## config.mk

```make
export PLATFORM = sky130hd
export DESIGN_NAME = bus_write_strobe_logic
export DESIGN_NICKNAME = d
export VERILOG_FILES = /design/src/bus_write_strobe_pkg.sv /design/src/pin_driver.sv /design/src/bus_write_strobe_logic.sv
export VERILOG_INCLUDE_DIRS = /design/src
export SDC_FILE = /design/constraint.sdc
export NUM_CORES = 1
export LEC_CHECK = 0
export ABC_AREA = 1
export BUFFER_PORTS_ARGS = -buffer_cell sky130_fd_sc_hd__buf_2
export CAP_MARGIN = 10
export CORE_ASPECT_RATIO = 1.75
export CORE_MARGIN = 2
export CORE_UTILIZATION = 40
export DETAILED_ROUTE_END_ITERATION = 8
export GPL_ROUTABILITY_DRIVEN = 0
export PLACE_DENSITY = 0.72
export SYNTH_ARGS = -nofsm -noshare
export SYNTH_HDL_FRONTEND = slang
export SYNTH_SLANG_ARGS = --single-unit
```

## constraint.sdc

```tcl
create_clock -name core_clk -period 1.9 [get_ports core_clk]
set_clock_uncertainty 0.1 [all_clocks]
set_input_delay 0.095 -clock core_clk [delete_from_list [all_inputs] [get_ports core_clk]]
set_output_delay 0.095 -clock core_clk [all_outputs]
set_load 0.05 [all_outputs]
```

## src/bus_write_strobe_params.svh

```systemverilog
`ifndef BUS_WRITE_STROBE_PARAMS_SVH
`define BUS_WRITE_STROBE_PARAMS_SVH

// Clock periods for the strap sampling delay
`define CORE_CLK_PERIOD_NS 20
`define XTAL_PERIOD_NS 20
`define STRAP_DELAY_CYC ((`XTAL_PERIOD_NS + `CORE_CLK_PERIOD_NS - 1) / `CORE_CLK_PERIOD_NS)

// Bus field widths and positions
`define FULL_ADDR_W 20
`define MUX_BUS_W 16
`define ADDR_BYTE_SEL_BIT 0
`define UPPER_ZERO_MSB 19
`define UPPER_ZERO_LSB 16

// Control pin vector positions
`define PIN_BHE 0
`define PIN_WR 1
`define PIN_WHB 2
`define PIN_WLB 3
`define PIN_WB 4
`define PIN_DMA 5
`define PIN_UZI 6
`define CTRL_PIN_W 7

// Reset values of pin levels
`define CTRL_PIN_RST 7'h5f
`define ADDR_RST 20'h00000
`define MUX_RST 16'h0000

`endif

```

## src/bus_write_strobe_pkg.sv

```systemverilog
package bus_write_strobe_pkg;

    // Bus cycle phases, one-hot
    typedef enum logic [4:0] {
        PH_IDLE = 5'h01,
        PH_T1 = 5'h02,
        PH_T2 = 5'h04,
        PH_T3 = 5'h08,
        PH_T4 = 5'h10
    } bus_phase_t;

endpackage : bus_write_strobe_pkg

```

## src/pin_driver.sv

```systemverilog
`timescale 1ns/10ps

// Registered pin level plus output enable; enables drop under reset
module pin_driver #(
    parameter int W = 1,
    parameter logic [W-1:0] RST_VAL = '0
) (
    input wire logic core_clk, // Bus clock
    input wire logic rst_b, // Async reset, active low
    input wire logic clk_en, // Freeze when low
    input wire logic [W-1:0] next_val, // Next pin level
    input wire logic [W-1:0] next_oe, // Next output enable
    output logic [W-1:0] val, // Registered pin level
    output logic [W-1:0] oe // Registered output enable
);

    // Level and enable registers
    always_ff @(posedge core_clk or negedge rst_b) begin
        if (!rst_b) begin
            val <= RST_VAL;
            oe <= '0;
        end else if (clk_en) begin
            val <= next_val;
            oe <= next_oe;
        end
    end

endmodule : pin_driver

```

## src/bus_write_strobe_logic.sv

```systemverilog
`timescale 1ns/10ps
`include "bus_write_strobe_params.svh"

module bus_write_strobe_logic (
    input wire logic core_clk, // Bus clock, 50 MHz
    input wire logic rst_b, // Async reset, active low
    input wire logic clk_en, // Freeze all state when low
    input wire logic once_mode, // Emulation mode, floats the bus
    input wire logic variant_8bit, // Byte-wide data bus variant
    input wire logic hold_req, // Bus hold request
    input wire logic cyc_start, // Start a bus cycle
    input wire logic cyc_write, // Cycle writes
    input wire logic cyc_io, // Cycle targets I/O space
    input wire logic cyc_dma, // Cycle started by DMA
    input wire logic [`FULL_ADDR_W-1:0] cyc_addr, // Cycle address
    input wire logic cyc_bus_high_b, // Upper byte lane active, low
    input wire logic [`MUX_BUS_W-1:0] cyc_wdata, // Write data
    input wire logic cyc_pseudo_static_memory, // Pseudo-static cycle wanted
    input wire logic lcs_hit, // Address in lower chip-select region
    input wire logic csu_pseudo_static_memory_en, // Chip-select unit set for pseudo-static
    input wire logic bus_ready, // Ready to end the cycle
    input wire logic aden_pin_in, // Address-enable strap pin level
    output logic cyc_busy, // Bus cycle in progress
    output logic cyc_done, // Cycle ended, one pulse
    output logic hold_ack, // Bus released to hold
    output logic [`FULL_ADDR_W-1:0] full_address_bus, // Non-muxed address
    output logic full_address_oe, // Its enable
    output logic [`MUX_BUS_W-1:0] muxed_addr_data_bus, // Muxed address/data
    output logic muxed_addr_data_oe, // Its enable
    output logic bus_high_enable_b, // Bus high enable, low
    output logic bus_high_enable_oe, // Enable, shared strap pin
    output logic write_strobe_b, // Write strobe, low
    output logic write_strobe_oe, // Its enable
    output logic high_byte_write_b, // Upper lane write, low
    output logic high_byte_write_oe, // Its enable
    output logic low_byte_write_b, // Lower lane write, low
    output logic low_byte_write_oe, // Its enable
    output logic single_byte_write_enable_b, // Byte-wide write, low
    output logic single_byte_write_enable_oe, // Its enable
    output logic dma_cycle_status, // DMA cycle status
    output logic dma_cycle_status_oe, // Its enable
    output logic upper_zero_ind_b, // Upper zero indicator, low
    output logic upper_zero_ind_oe, // Its enable
    output logic status_pins_normal, // Status pins not general I/O
    output logic io_cycle, // Current cycle in I/O space
    output logic pseudo_static_memory_cycle // Current cycle pseudo-static
);

    // Cycle state
    bus_write_strobe_pkg::bus_phase_t phase, next_phase; // Bus phase
    logic cur_write, next_cur_write; // Latched write flag
    logic cur_io, next_cur_io; // Latched space
    logic cur_dma, next_cur_dma; // Latched DMA flag
    logic cur_pseudo_static_memory, next_cur_pseudo_static_memory; // Latched pseudo-static flag
    logic cur_bus_high_b, next_cur_bus_high_b; // Latched upper lane
    logic [`FULL_ADDR_W-1:0] cur_addr, next_cur_addr; // Latched address
    logic [`MUX_BUS_W-1:0] cur_wdata, next_cur_wdata; // Latched data
    logic next_hold_ack, next_cyc_busy, next_cyc_done; // Next hold, busy, done pulse

    // Strap state
    logic aden_meta, aden_sync; // Strap synchroniser
    logic [1:0] strap_cnt, next_strap_cnt; // Edges since release
    logic strap_done, next_strap_done; // Strap captured
    logic strap_normal, next_strap_normal; // Normal status pins

    // Pin next values
    logic [`CTRL_PIN_W-1:0] next_ctrl_val, next_ctrl_oe, ctrl_val, ctrl_oe;
    logic [`FULL_ADDR_W-1:0] next_addr_val, addr_oe_vec; // Address level, per-bit enables
    logic [`MUX_BUS_W-1:0] next_mux_val, mux_oe_vec; // Muxed level, per-bit enables
    logic next_addr_oe, next_mux_oe; // Next bus enables
    logic drive, in_write, in_cycle; // Bus driven, strobe window, phases one to four

    // Strap pin synchroniser, two stages; not reset, so it tracks the strap during reset
    always_ff @(posedge core_clk) begin
        if (clk_en) begin
            aden_meta <= aden_pin_in;
            aden_sync <= aden_meta;
        end
    end

    // Strap capture after reset release
    always_comb begin
        next_strap_cnt = strap_cnt;
        next_strap_done = strap_done;
        next_strap_normal = strap_normal;
        if (!strap_done) begin
            if (strap_cnt == 2'(`STRAP_DELAY_CYC)) begin
                next_strap_done = 1'b1;
                next_strap_normal = ~aden_sync;
            end else begin
                next_strap_cnt = strap_cnt + 2'h1;
            end
        end
    end

    // Strap registers
    always_ff @(posedge core_clk or negedge rst_b) begin
        if (!rst_b) begin
            strap_cnt <= 2'h0;
            strap_done <= 1'b0;
            strap_normal <= 1'b0;
            status_pins_normal <= 1'b0;
        end else if (clk_en) begin
            strap_cnt <= next_strap_cnt;
            strap_done <= next_strap_done;
            strap_normal <= next_strap_normal;
            status_pins_normal <= next_strap_normal;
        end
    end

    // Phase sequencer and cycle capture
    always_comb begin
        next_phase = phase;
        next_cur_write = cur_write;
        next_cur_io = cur_io;
        next_cur_dma = cur_dma;
        next_cur_pseudo_static_memory = cur_pseudo_static_memory;
        next_cur_bus_high_b = cur_bus_high_b;
        next_cur_addr = cur_addr;
        next_cur_wdata = cur_wdata;
        next_hold_ack = hold_ack;
        next_cyc_done = 1'b0;
        unique case (phase)
            bus_write_strobe_pkg::PH_IDLE: begin
                if (hold_ack) begin // Stay released until hold drops
                    next_hold_ack = hold_req;
                end else if (hold_req) begin
                    next_hold_ack = 1'b1;
                end else if (cyc_start && strap_done && !once_mode) begin
                    next_phase = bus_write_strobe_pkg::PH_T1;
                    next_cur_write = cyc_write;
                    next_cur_io = cyc_io;
                    next_cur_dma = cyc_dma;
                    // Pseudo-static only in the lower region when enabled
                    next_cur_pseudo_static_memory = cyc_pseudo_static_memory & lcs_hit & csu_pseudo_static_memory_en & ~cyc_io;
                    next_cur_bus_high_b = variant_8bit | cyc_bus_high_b;
                    next_cur_addr = cyc_addr;
                    next_cur_wdata = cyc_wdata;
                end
            end
            bus_write_strobe_pkg::PH_T1: next_phase = bus_write_strobe_pkg::PH_T2;
            bus_write_strobe_pkg::PH_T2: next_phase = bus_write_strobe_pkg::PH_T3;
            bus_write_strobe_pkg::PH_T3: begin // Wait states until ready
                if (bus_ready) begin
                    next_phase = bus_write_strobe_pkg::PH_T4;
                end
            end
            bus_write_strobe_pkg::PH_T4: begin
                next_phase = bus_write_strobe_pkg::PH_IDLE;
                next_cyc_done = 1'b1;
            end
        endcase
        next_cyc_busy = next_phase != bus_write_strobe_pkg::PH_IDLE;
    end

    // Cycle registers
    always_ff @(posedge core_clk or negedge rst_b) begin
        if (!rst_b) begin
            phase <= bus_write_strobe_pkg::PH_IDLE;
            cur_write <= 1'b0;
            cur_io <= 1'b0;
            cur_dma <= 1'b0;
            cur_pseudo_static_memory <= 1'b0;
            cur_bus_high_b <= 1'b1;
            cur_addr <= `ADDR_RST;
            cur_wdata <= `MUX_RST;
            hold_ack <= 1'b0;
            cyc_busy <= 1'b0;
            cyc_done <= 1'b0;
            io_cycle <= 1'b0;
            pseudo_static_memory_cycle <= 1'b0;
        end else if (clk_en) begin
            phase <= next_phase;
            cur_write <= next_cur_write;
            cur_io <= next_cur_io;
            cur_dma <= next_cur_dma;
            cur_pseudo_static_memory <= next_cur_pseudo_static_memory;
            cur_bus_high_b <= next_cur_bus_high_b;
            cur_addr <= next_cur_addr;
            cur_wdata <= next_cur_wdata;
            hold_ack <= next_hold_ack;
            cyc_busy <= next_cyc_busy;
            cyc_done <= next_cyc_done;
            io_cycle <= next_cur_io & next_cyc_busy;
            pseudo_static_memory_cycle <= next_cur_pseudo_static_memory & next_cyc_busy;
        end
    end

    // Pin levels for the phase about to be shown
    always_comb begin
        drive = strap_done & ~next_hold_ack & ~once_mode;
        in_cycle = next_phase != bus_write_strobe_pkg::PH_IDLE;
        in_write = next_cur_write & (next_phase == bus_write_strobe_pkg::PH_T2
            || next_phase == bus_write_strobe_pkg::PH_T3);
        next_addr_val = in_cycle ? next_cur_addr : `ADDR_RST; // Held T1 to T4
        next_addr_oe = drive;
        // Muxed bus: address in T1, write data later, off for reads
        next_mux_val = `MUX_RST;
        next_mux_oe = 1'b0;
        if (next_phase == bus_write_strobe_pkg::PH_T1) begin
            next_mux_val = next_cur_addr[`MUX_BUS_W-1:0];
            next_mux_oe = drive;
        end else if (in_cycle && next_cur_write) begin
            next_mux_val = next_cur_wdata;
            next_mux_oe = drive;
        end
        next_ctrl_val = `CTRL_PIN_RST;
        next_ctrl_val[`PIN_BHE] = in_cycle ? next_cur_bus_high_b : 1'b1;
        next_ctrl_val[`PIN_WR] = ~in_write;
        // Byte enables registered on the same edge as the address
        next_ctrl_val[`PIN_WHB] = next_ctrl_val[`PIN_BHE] | ~in_write;
        next_ctrl_val[`PIN_WLB] = next_cur_addr[`ADDR_BYTE_SEL_BIT] | ~in_write;
        next_ctrl_val[`PIN_WB] = ~in_write;
        next_ctrl_val[`PIN_DMA] = next_cur_dma & in_cycle
            & (next_phase != bus_write_strobe_pkg::PH_T1);
        next_ctrl_val[`PIN_UZI] = in_cycle
            ? |(~next_cur_addr[`UPPER_ZERO_MSB:`UPPER_ZERO_LSB]) : 1'b1;
        next_ctrl_oe = '0;
        next_ctrl_oe[`PIN_BHE] = drive & ~variant_8bit; // Strap pin floats in hold
        next_ctrl_oe[`PIN_WR] = drive;
        next_ctrl_oe[`PIN_WHB] = strap_done & ~variant_8bit & ~once_mode;
        next_ctrl_oe[`PIN_WLB] = strap_done & ~variant_8bit & ~once_mode;
        next_ctrl_oe[`PIN_WB] = strap_done & variant_8bit & ~once_mode;
        next_ctrl_oe[`PIN_DMA] = drive & next_strap_normal;
        next_ctrl_oe[`PIN_UZI] = strap_done & ~once_mode & next_strap_normal;
    end

    // Full address pins
    pin_driver #(.W(`FULL_ADDR_W), .RST_VAL(`ADDR_RST)) u_addr_pins (
        .core_clk(core_clk),
        .rst_b(rst_b),
        .clk_en(clk_en),
        .next_val(next_addr_val),
        .next_oe({`FULL_ADDR_W{next_addr_oe}}),
        .val(full_address_bus),
        .oe(addr_oe_vec)
    );

    // Muxed address/data pins
    pin_driver #(.W(`MUX_BUS_W), .RST_VAL(`MUX_RST)) u_mux_pins (
        .core_clk(core_clk),
        .rst_b(rst_b),
        .clk_en(clk_en),
        .next_val(next_mux_val),
        .next_oe({`MUX_BUS_W{next_mux_oe}}),
        .val(muxed_addr_data_bus),
        .oe(mux_oe_vec)
    );

    // Strobe and status pins
    pin_driver #(.W(`CTRL_PIN_W), .RST_VAL(`CTRL_PIN_RST)) u_ctrl_pins (
        .core_clk(core_clk),
        .rst_b(rst_b),
        .clk_en(clk_en),
        .next_val(next_ctrl_val),
        .next_oe(next_ctrl_oe),
        .val(ctrl_val),
        .oe(ctrl_oe)
    );

    // Flop outputs fanned to ports
    assign full_address_oe = addr_oe_vec[0];
    assign muxed_addr_data_oe = mux_oe_vec[0];
    assign bus_high_enable_b = ctrl_val[`PIN_BHE];
    assign bus_high_enable_oe = ctrl_oe[`PIN_BHE];
    assign write_strobe_b = ctrl_val[`PIN_WR];
    assign write_strobe_oe = ctrl_oe[`PIN_WR];
    assign high_byte_write_b = ctrl_val[`PIN_WHB];
    assign high_byte_write_oe = ctrl_oe[`PIN_WHB];
    assign low_byte_write_b = ctrl_val[`PIN_WLB];
    assign low_byte_write_oe = ctrl_oe[`PIN_WLB];
    assign single_byte_write_enable_b = ctrl_val[`PIN_WB];
    assign single_byte_write_enable_oe = ctrl_oe[`PIN_WB];
    assign dma_cycle_status = ctrl_val[`PIN_DMA];
    assign dma_cycle_status_oe = ctrl_oe[`PIN_DMA];
    assign upper_zero_ind_b = ctrl_val[`PIN_UZI];
    assign upper_zero_ind_oe = ctrl_oe[`PIN_UZI];

endmodule : bus_write_strobe_logic

```

# Word-level counts from Yosys, hierarchy flattened
# Index checks and enable logic that the tools add are counted.
# W data, S select, Z words.
# classes
muxes,48
n_shift,0
eq_ne,11
n_reduce_logical,7
n_addsub,1
n_div,0
bitwise,30
order_cmp,0
n_mul,0
# ops
cell,n
$mux W20,5
$mux W16,6
$mux W1,32
$pmux W5 S5,1
$mux W5,4
$and A1 B1 Y1,18
$eq A5 B2 Y1 const B,2
$eq A5 B3 Y1 const B,2
$eq A5 B4 Y1 const B,2
$not A1 Y1,8
$eq A5 B1 Y1 const B,1
$eq A5 B5 Y1 const B,1
$ne A5 B1 Y1 const B,1
$ne A5 B2 Y1 const B,1
$not A4 Y4,1
$reduce_or A4 Y1,1
$logic_and A1 B1 Y1,3
$or A1 B1 Y1,3
$reduce_and A3 Y1,1
$add A2 B1 Y2 const B,1
$eq A2 B1 Y1 const B,1
$logic_not A1 Y1,1
$logic_or A1 B1 Y1,1
# word_totals
output_inout_bits,58
word_cells,121
ram_bits,0
input_bits,52
latchBits,0
register_bits,109
mem_bits_ro,0
memories,0

# Logic depth before layout (Yosys ltp)
# logic_depth
depth_word,11
depth_mapped,14
ltp_nobuf,13

# Cells and area by module
# Synthesis repeated with hierarchy kept, for this count alone.
# hier_totals
hier_cells,799
area_unflattened_um2,6796.5
# modules_own_cells
mod,seq_area_each_um2,instances,area_each_um2,cells_each
bus_write_strobe_logic,1438.9,1,3360.7,434
pin_driver (u_addr_pins),1001.0,1,1605.3,170
pin_driver (u_mux_pins),800.8,1,1292.5,136
pin_driver (u_ctrl_pins),357.8,1,538.0,59

# Worst setup path after synthesis
# Ideal clock, no wire load.
# synth_path
path_kind,reg2reg
startpoint,register hold_ack
endpoint,register u_mux_pins.val[10]
setup_time_ps,118
path_buffers,1
path_slack_ps,-195
period_less_slack_ps,2095
required_ps,1682
t_arrival_ps,1878
path_stages_with_launch,14
path_cell_list,dfrtp_1 nor2_1 nand2_1 nor2_2 nor2_1 nand3_1 nand2_1 nor2_1 nand3_4 nand2_2 nand2_4 buf_12 nand3_2 nand2_1
# synth_between
elab_chain_cells,6
word_cells_on_any_way,13
classes_between,eq/ne (2); mux (10); reduce/logical (1)
# synth_rtl
element,line,text
"start, declared",bus_write_strobe_logic.sv:25,"output logic hold_ack,"
"start signal, assigned",bus_write_strobe_logic.sv:181,hold_ack <= next_hold_ack;
$mux W5,bus_write_strobe_logic.sv:125,if (hold_ack) begin
$pmux W5 S5,bus_write_strobe_logic.sv:123,unique case (phase)
$ne A5 B1 Y1,bus_write_strobe_logic.sv:192,in_cycle = next_phase != bus_write_strobe_pkg::PH_IDLE;
$logic_and A1 B1 Y1,bus_write_strobe_logic.sv:203,end else if (in_cycle && next_cur_write) begin
$mux W16,bus_write_strobe_logic.sv:203,
$mux W16 *,bus_write_strobe_logic.sv:200,if (next_phase == bus_write_strobe_pkg::PH_T1) begin
"end signal, assigned",pin_driver.sv:23,val <= next_val;
"end, declared",pin_driver.sv:13,"output logic [W-1:0] val,"
# Mark *: on every way between the ends. The rest lies on a longest branch, timed or not.
# A chain may end at the register's enable or synchronous reset.

# Final worst setup path
# layout_path
startpoint,register phase[0]
endpoint,register u_mux_pins.val[0]
# layout_between
elab_chain_cells,8
word_cells_on_any_way,18
classes_between,eq/ne (7); mux (10); reduce/logical (1)
# layout_rtl
element,line,text
"start, declared",bus_write_strobe_logic.sv:50,"bus_write_strobe_pkg::bus_phase_t phase, next_phase;"
"start signal, assigned",bus_write_strobe_logic.sv:159,phase <= bus_write_strobe_pkg::PH_IDLE;
"start signal, assigned",bus_write_strobe_logic.sv:173,phase <= next_phase;
$mux W5,bus_write_strobe_logic.sv:129,end else if (cyc_start && strap_done && !once_mode) begin
$mux W5,bus_write_strobe_logic.sv:127,end else if (hold_req) begin
$mux W5,bus_write_strobe_logic.sv:125,
$pmux W5 S5,bus_write_strobe_logic.sv:123,
$ne A5 B1 Y1,bus_write_strobe_logic.sv:192,
$logic_and A1 B1 Y1,bus_write_strobe_logic.sv:203,
$mux W16,bus_write_strobe_logic.sv:203,
$mux W16 *,bus_write_strobe_logic.sv:200,
# Marked as above.

==> impl_metrics.ini <==
[status]
status = complete, but fails checks
violations = setup timing

[cts]
cts-root-buf = clkbuf_16
cts_max_path_buffers = 2
h-tree-depth = 3
cts.clk_slew.worst_paths_ns = 0.07
cts_sinks = 106
insertion_delay_ns = 0.35
cts_tree = built
cts-buffers-inserted = 9

[finish]
drive_gt1_share_pct = 33.3
fin_area_sq_mm = 0.00684
nets = 813
n_antenna_cell = 0
areaGrowthSynthToFinish_pct = 34.1
final_common_cell = nand2_1
layout_common_cells = nand2_1, buf_2, dfrtp_1

[sta]
hold_viol = 0
drv_slew = 0
fin_ws_ns = -0.148
fmax_mhz = 488
setup-tns-final_ns = -4.20
slew_headroom_pct = 70.7
final-setup-viol-count = 45
whs_ns = 0.0109
worstMarginPinSlew_ns = 0.440
rsz0062_at_grt = yes
min_period_ns = 2.05
post-route-period-util_pct = 108

[die]
die_area_sq_mm = 0.0137
initial_core_util_pct = 41.0
rows = 54
coreArea_sq_mm = 0.0124
fp.dieH_um = 153
io_pins = 110
die_w_um = 89.3

[critical_path]
end_kind = register
cpPeakStageDelay_ns = 0.63
cp_data_required_time_ns = 2.10
path_cells = inv_2, nand3_4, nor2_4, inv_2, nand2_2, nor2_4, nand2_4, nor2_8, nand2_8, buf_12, nand2_8, nand3_1, nand2_1
cp-start-kind = register
reg2reg_to = u_mux_pins.val[0]
setup.worst_path.class = reg -> reg
rr_startpoint = phase[0]
critPathArrivalTime_ns = 2.25
worst_r2r_path_depth = 13
r2r_slack_ns = -0.15
cpMaxStageDelayCell = dfstp_2
critPathMaxFanout = 17

[detailed_routing]
drc = 0
avgRoutedWirePerCell_um = 15.3
vias_per_cell = 4.99
ant_nets = 0
drt_iter0_markers = 254
wl_um = 14300
vias = 4654
drt_pass1_iterations = 6

[min_path]
holdPathEnd = cur_wdata[11]
hold_path_class = in -> reg
worstHoldPathCells = 5
hp-start = cyc_wdata[11]

[power_and_ir_drop]
peakVddDrop_mv = 0.771
power_density_mw_per_mm2 = 1560
pwr-share-seq_pct = 30.5
internal_power_mw = 5.83
combPwrFrac_pct = 50.3
swShare_pct = 45.3
p_leak_nw = 3.40
finalPower_mw = 10.7
p_sw_mw = 4.83
pwr-share-clk_pct = 19.2

[global_routing]
grt_pass1_vias = 4523
track_usage_pct = 21.4
grt_overflow = 0
grt_max_degree = 107
grt_pass1_wl_um = 22200
grt_antenna_before_repair = 0

[placed_design]
placement.cell_area_sq_mm = 0.00600
dp_hpwl_um = 9910
place.port_buffers = 109

[logic_synthesis]
syn_area_per_cell_sq_um = 8.17
ys_ff_latch = 106
syn_nets = 677
ys_seq_area_share_pct = 52.4
synth-warning-count = 0
synth_area_sq_mm = 0.00510
yosysUniqueCellTypes = 36
synthCells = 624

[flow_run]
drv_cap = 0
==> repair_timing <==
item                                    CTS  global route
hold buffers                              7             0
gates resized for setup                  61            27
endpoints found under the setup margin   75            80
cloned                                    1             2
pin swaps                                14            13
buffers inserted                          5             3
hold endpoints to repair                 83             0
==> cell usage after synthesis (all sizes together) <==
master	n	share of area, %
nand2	217	17
o21ai	112	11
dfrtp	97	48
inv	60	4.4
nand3	50	6.2
nor2	27	3.0
buf	19	2.9
clkbuf	17	1.3
dfstp	7	3.6
a21oi	3	0.29
edfxtp	2	1.2
o22ai	2	0.25
a211oi	1	0.15
a21boi	1	0.22
a22o	1	0.17
a31oi	1	0.12
ha	1	0.25
nand3b	1	0.15
nand4	1	0.12
o211ai	1	0.15
o21bai	1	0.15
or2	1	0.12
xnor2	1	0.17
==> worst max-delay path by stage <==
stage,from,to,slack [ns]
2_1_floorplan,hold_ack,u_mux_pins.val[10],-0.08
3_3_place_gp,phase[0],u_mux_pins.val[6],-0.22
3_5_place_dp,phase[0],u_mux_pins.val[6],-0.24
4_1_cts,phase[1],u_addr_pins.val[10],-0.1
5_1_grt,phase[0],u_mux_pins.val[5],-0.25
6_report,phase[0],u_mux_pins.val[0],-0.15
==> metal layers <==
layer / up-vias / global-route usage (%) / share of wire [%] / wire [um]
met1: 2235 / 24.6 / 37 / 5340
met4: 0 / 10.7 / 3.8 / 543
met5: - / 0 / 0 / 0
met3: 33 / 3.19 / 3.1 / 450
met2: 122 / 37.3 / 56 / 7990
li1: 2264 / - / - / -
==> flip-flops by register name, indices dropped and copies added, names as in the netlist, 2 cells and up <==
| register | cells |
|---|---|
| u_ctrl_pins.val | 6 |
| strap_cnt | 2 |
| phase | 5 |
| cur_addr | 20 |
| u_addr_pins.val | 20 |
| u_mux_pins.val | 16 |
| cur_wdata | 16 |
| u_ctrl_pins.oe | 6 |
==> power groups by stage <==
stage                     registers [mW]  clock network (mW)  logic, mW
after floorplan                     4.50                   0       2.05
after global placement              3.27                   0       4.61
after detailed placement            3.27                   0       4.66
after CTS                           3.24                2.08       5.09
after global routing                3.32                2.16       5.77
final                               3.25                2.05       5.36
==> per-stage QoR <==
step | instances | util (%) | setup slack (ns)
6_report | 933 | 55.0 | -0.148
3_5_place_dp | 899 | 48.2 | -0.245
5_1_grt | 933 | 55.0 | -0.247
4_1_cts | 928 | 53.6 | -0.0967
2_1_floorplan | 624 | - | -0.0805
3_3_place_gp | 899 | 48.2 | -0.218
==> final cells by class <==
| type | count | area, sq um |
|---|---|---|
| fillers | 1194 | 5600 |
| clock buffers | 9 | 225 |
| inverters | 60 | 238 |
| flip-flops and latches | 106 | 2670 |
| clock inverters | 7 | 103 |
| well taps | 168 | 210 |
| multi-input cells | 422 | 2240 |
| repair buffers | 161 | 1140 |
==> logic make-up (layout without fill, tap and decap cells) <==
family | after synthesis | in the layout | synth area share, %
AOI/OAI and AO/OA | 123 | 123 | 12.5
xor gates and xnor gates | 1 | 1 | 0.172
adders and majority gates | 1 | 1 | 0.245
buffers and inverters | 96 | 237 | 8.54
DFF | 106 | 106 | 52.4
and+or+nand+nor | 297 | 297 | 26.2
==> critical path: cells and delay by family (launching register included) <==
family                 cells  cell delay [ns]
buffers and inverters      3             0.29
flip-flops                 1             0.63
AND/OR/NAND/NOR           10             0.95
No activity file was read; power rests on OpenSTA's default activity.
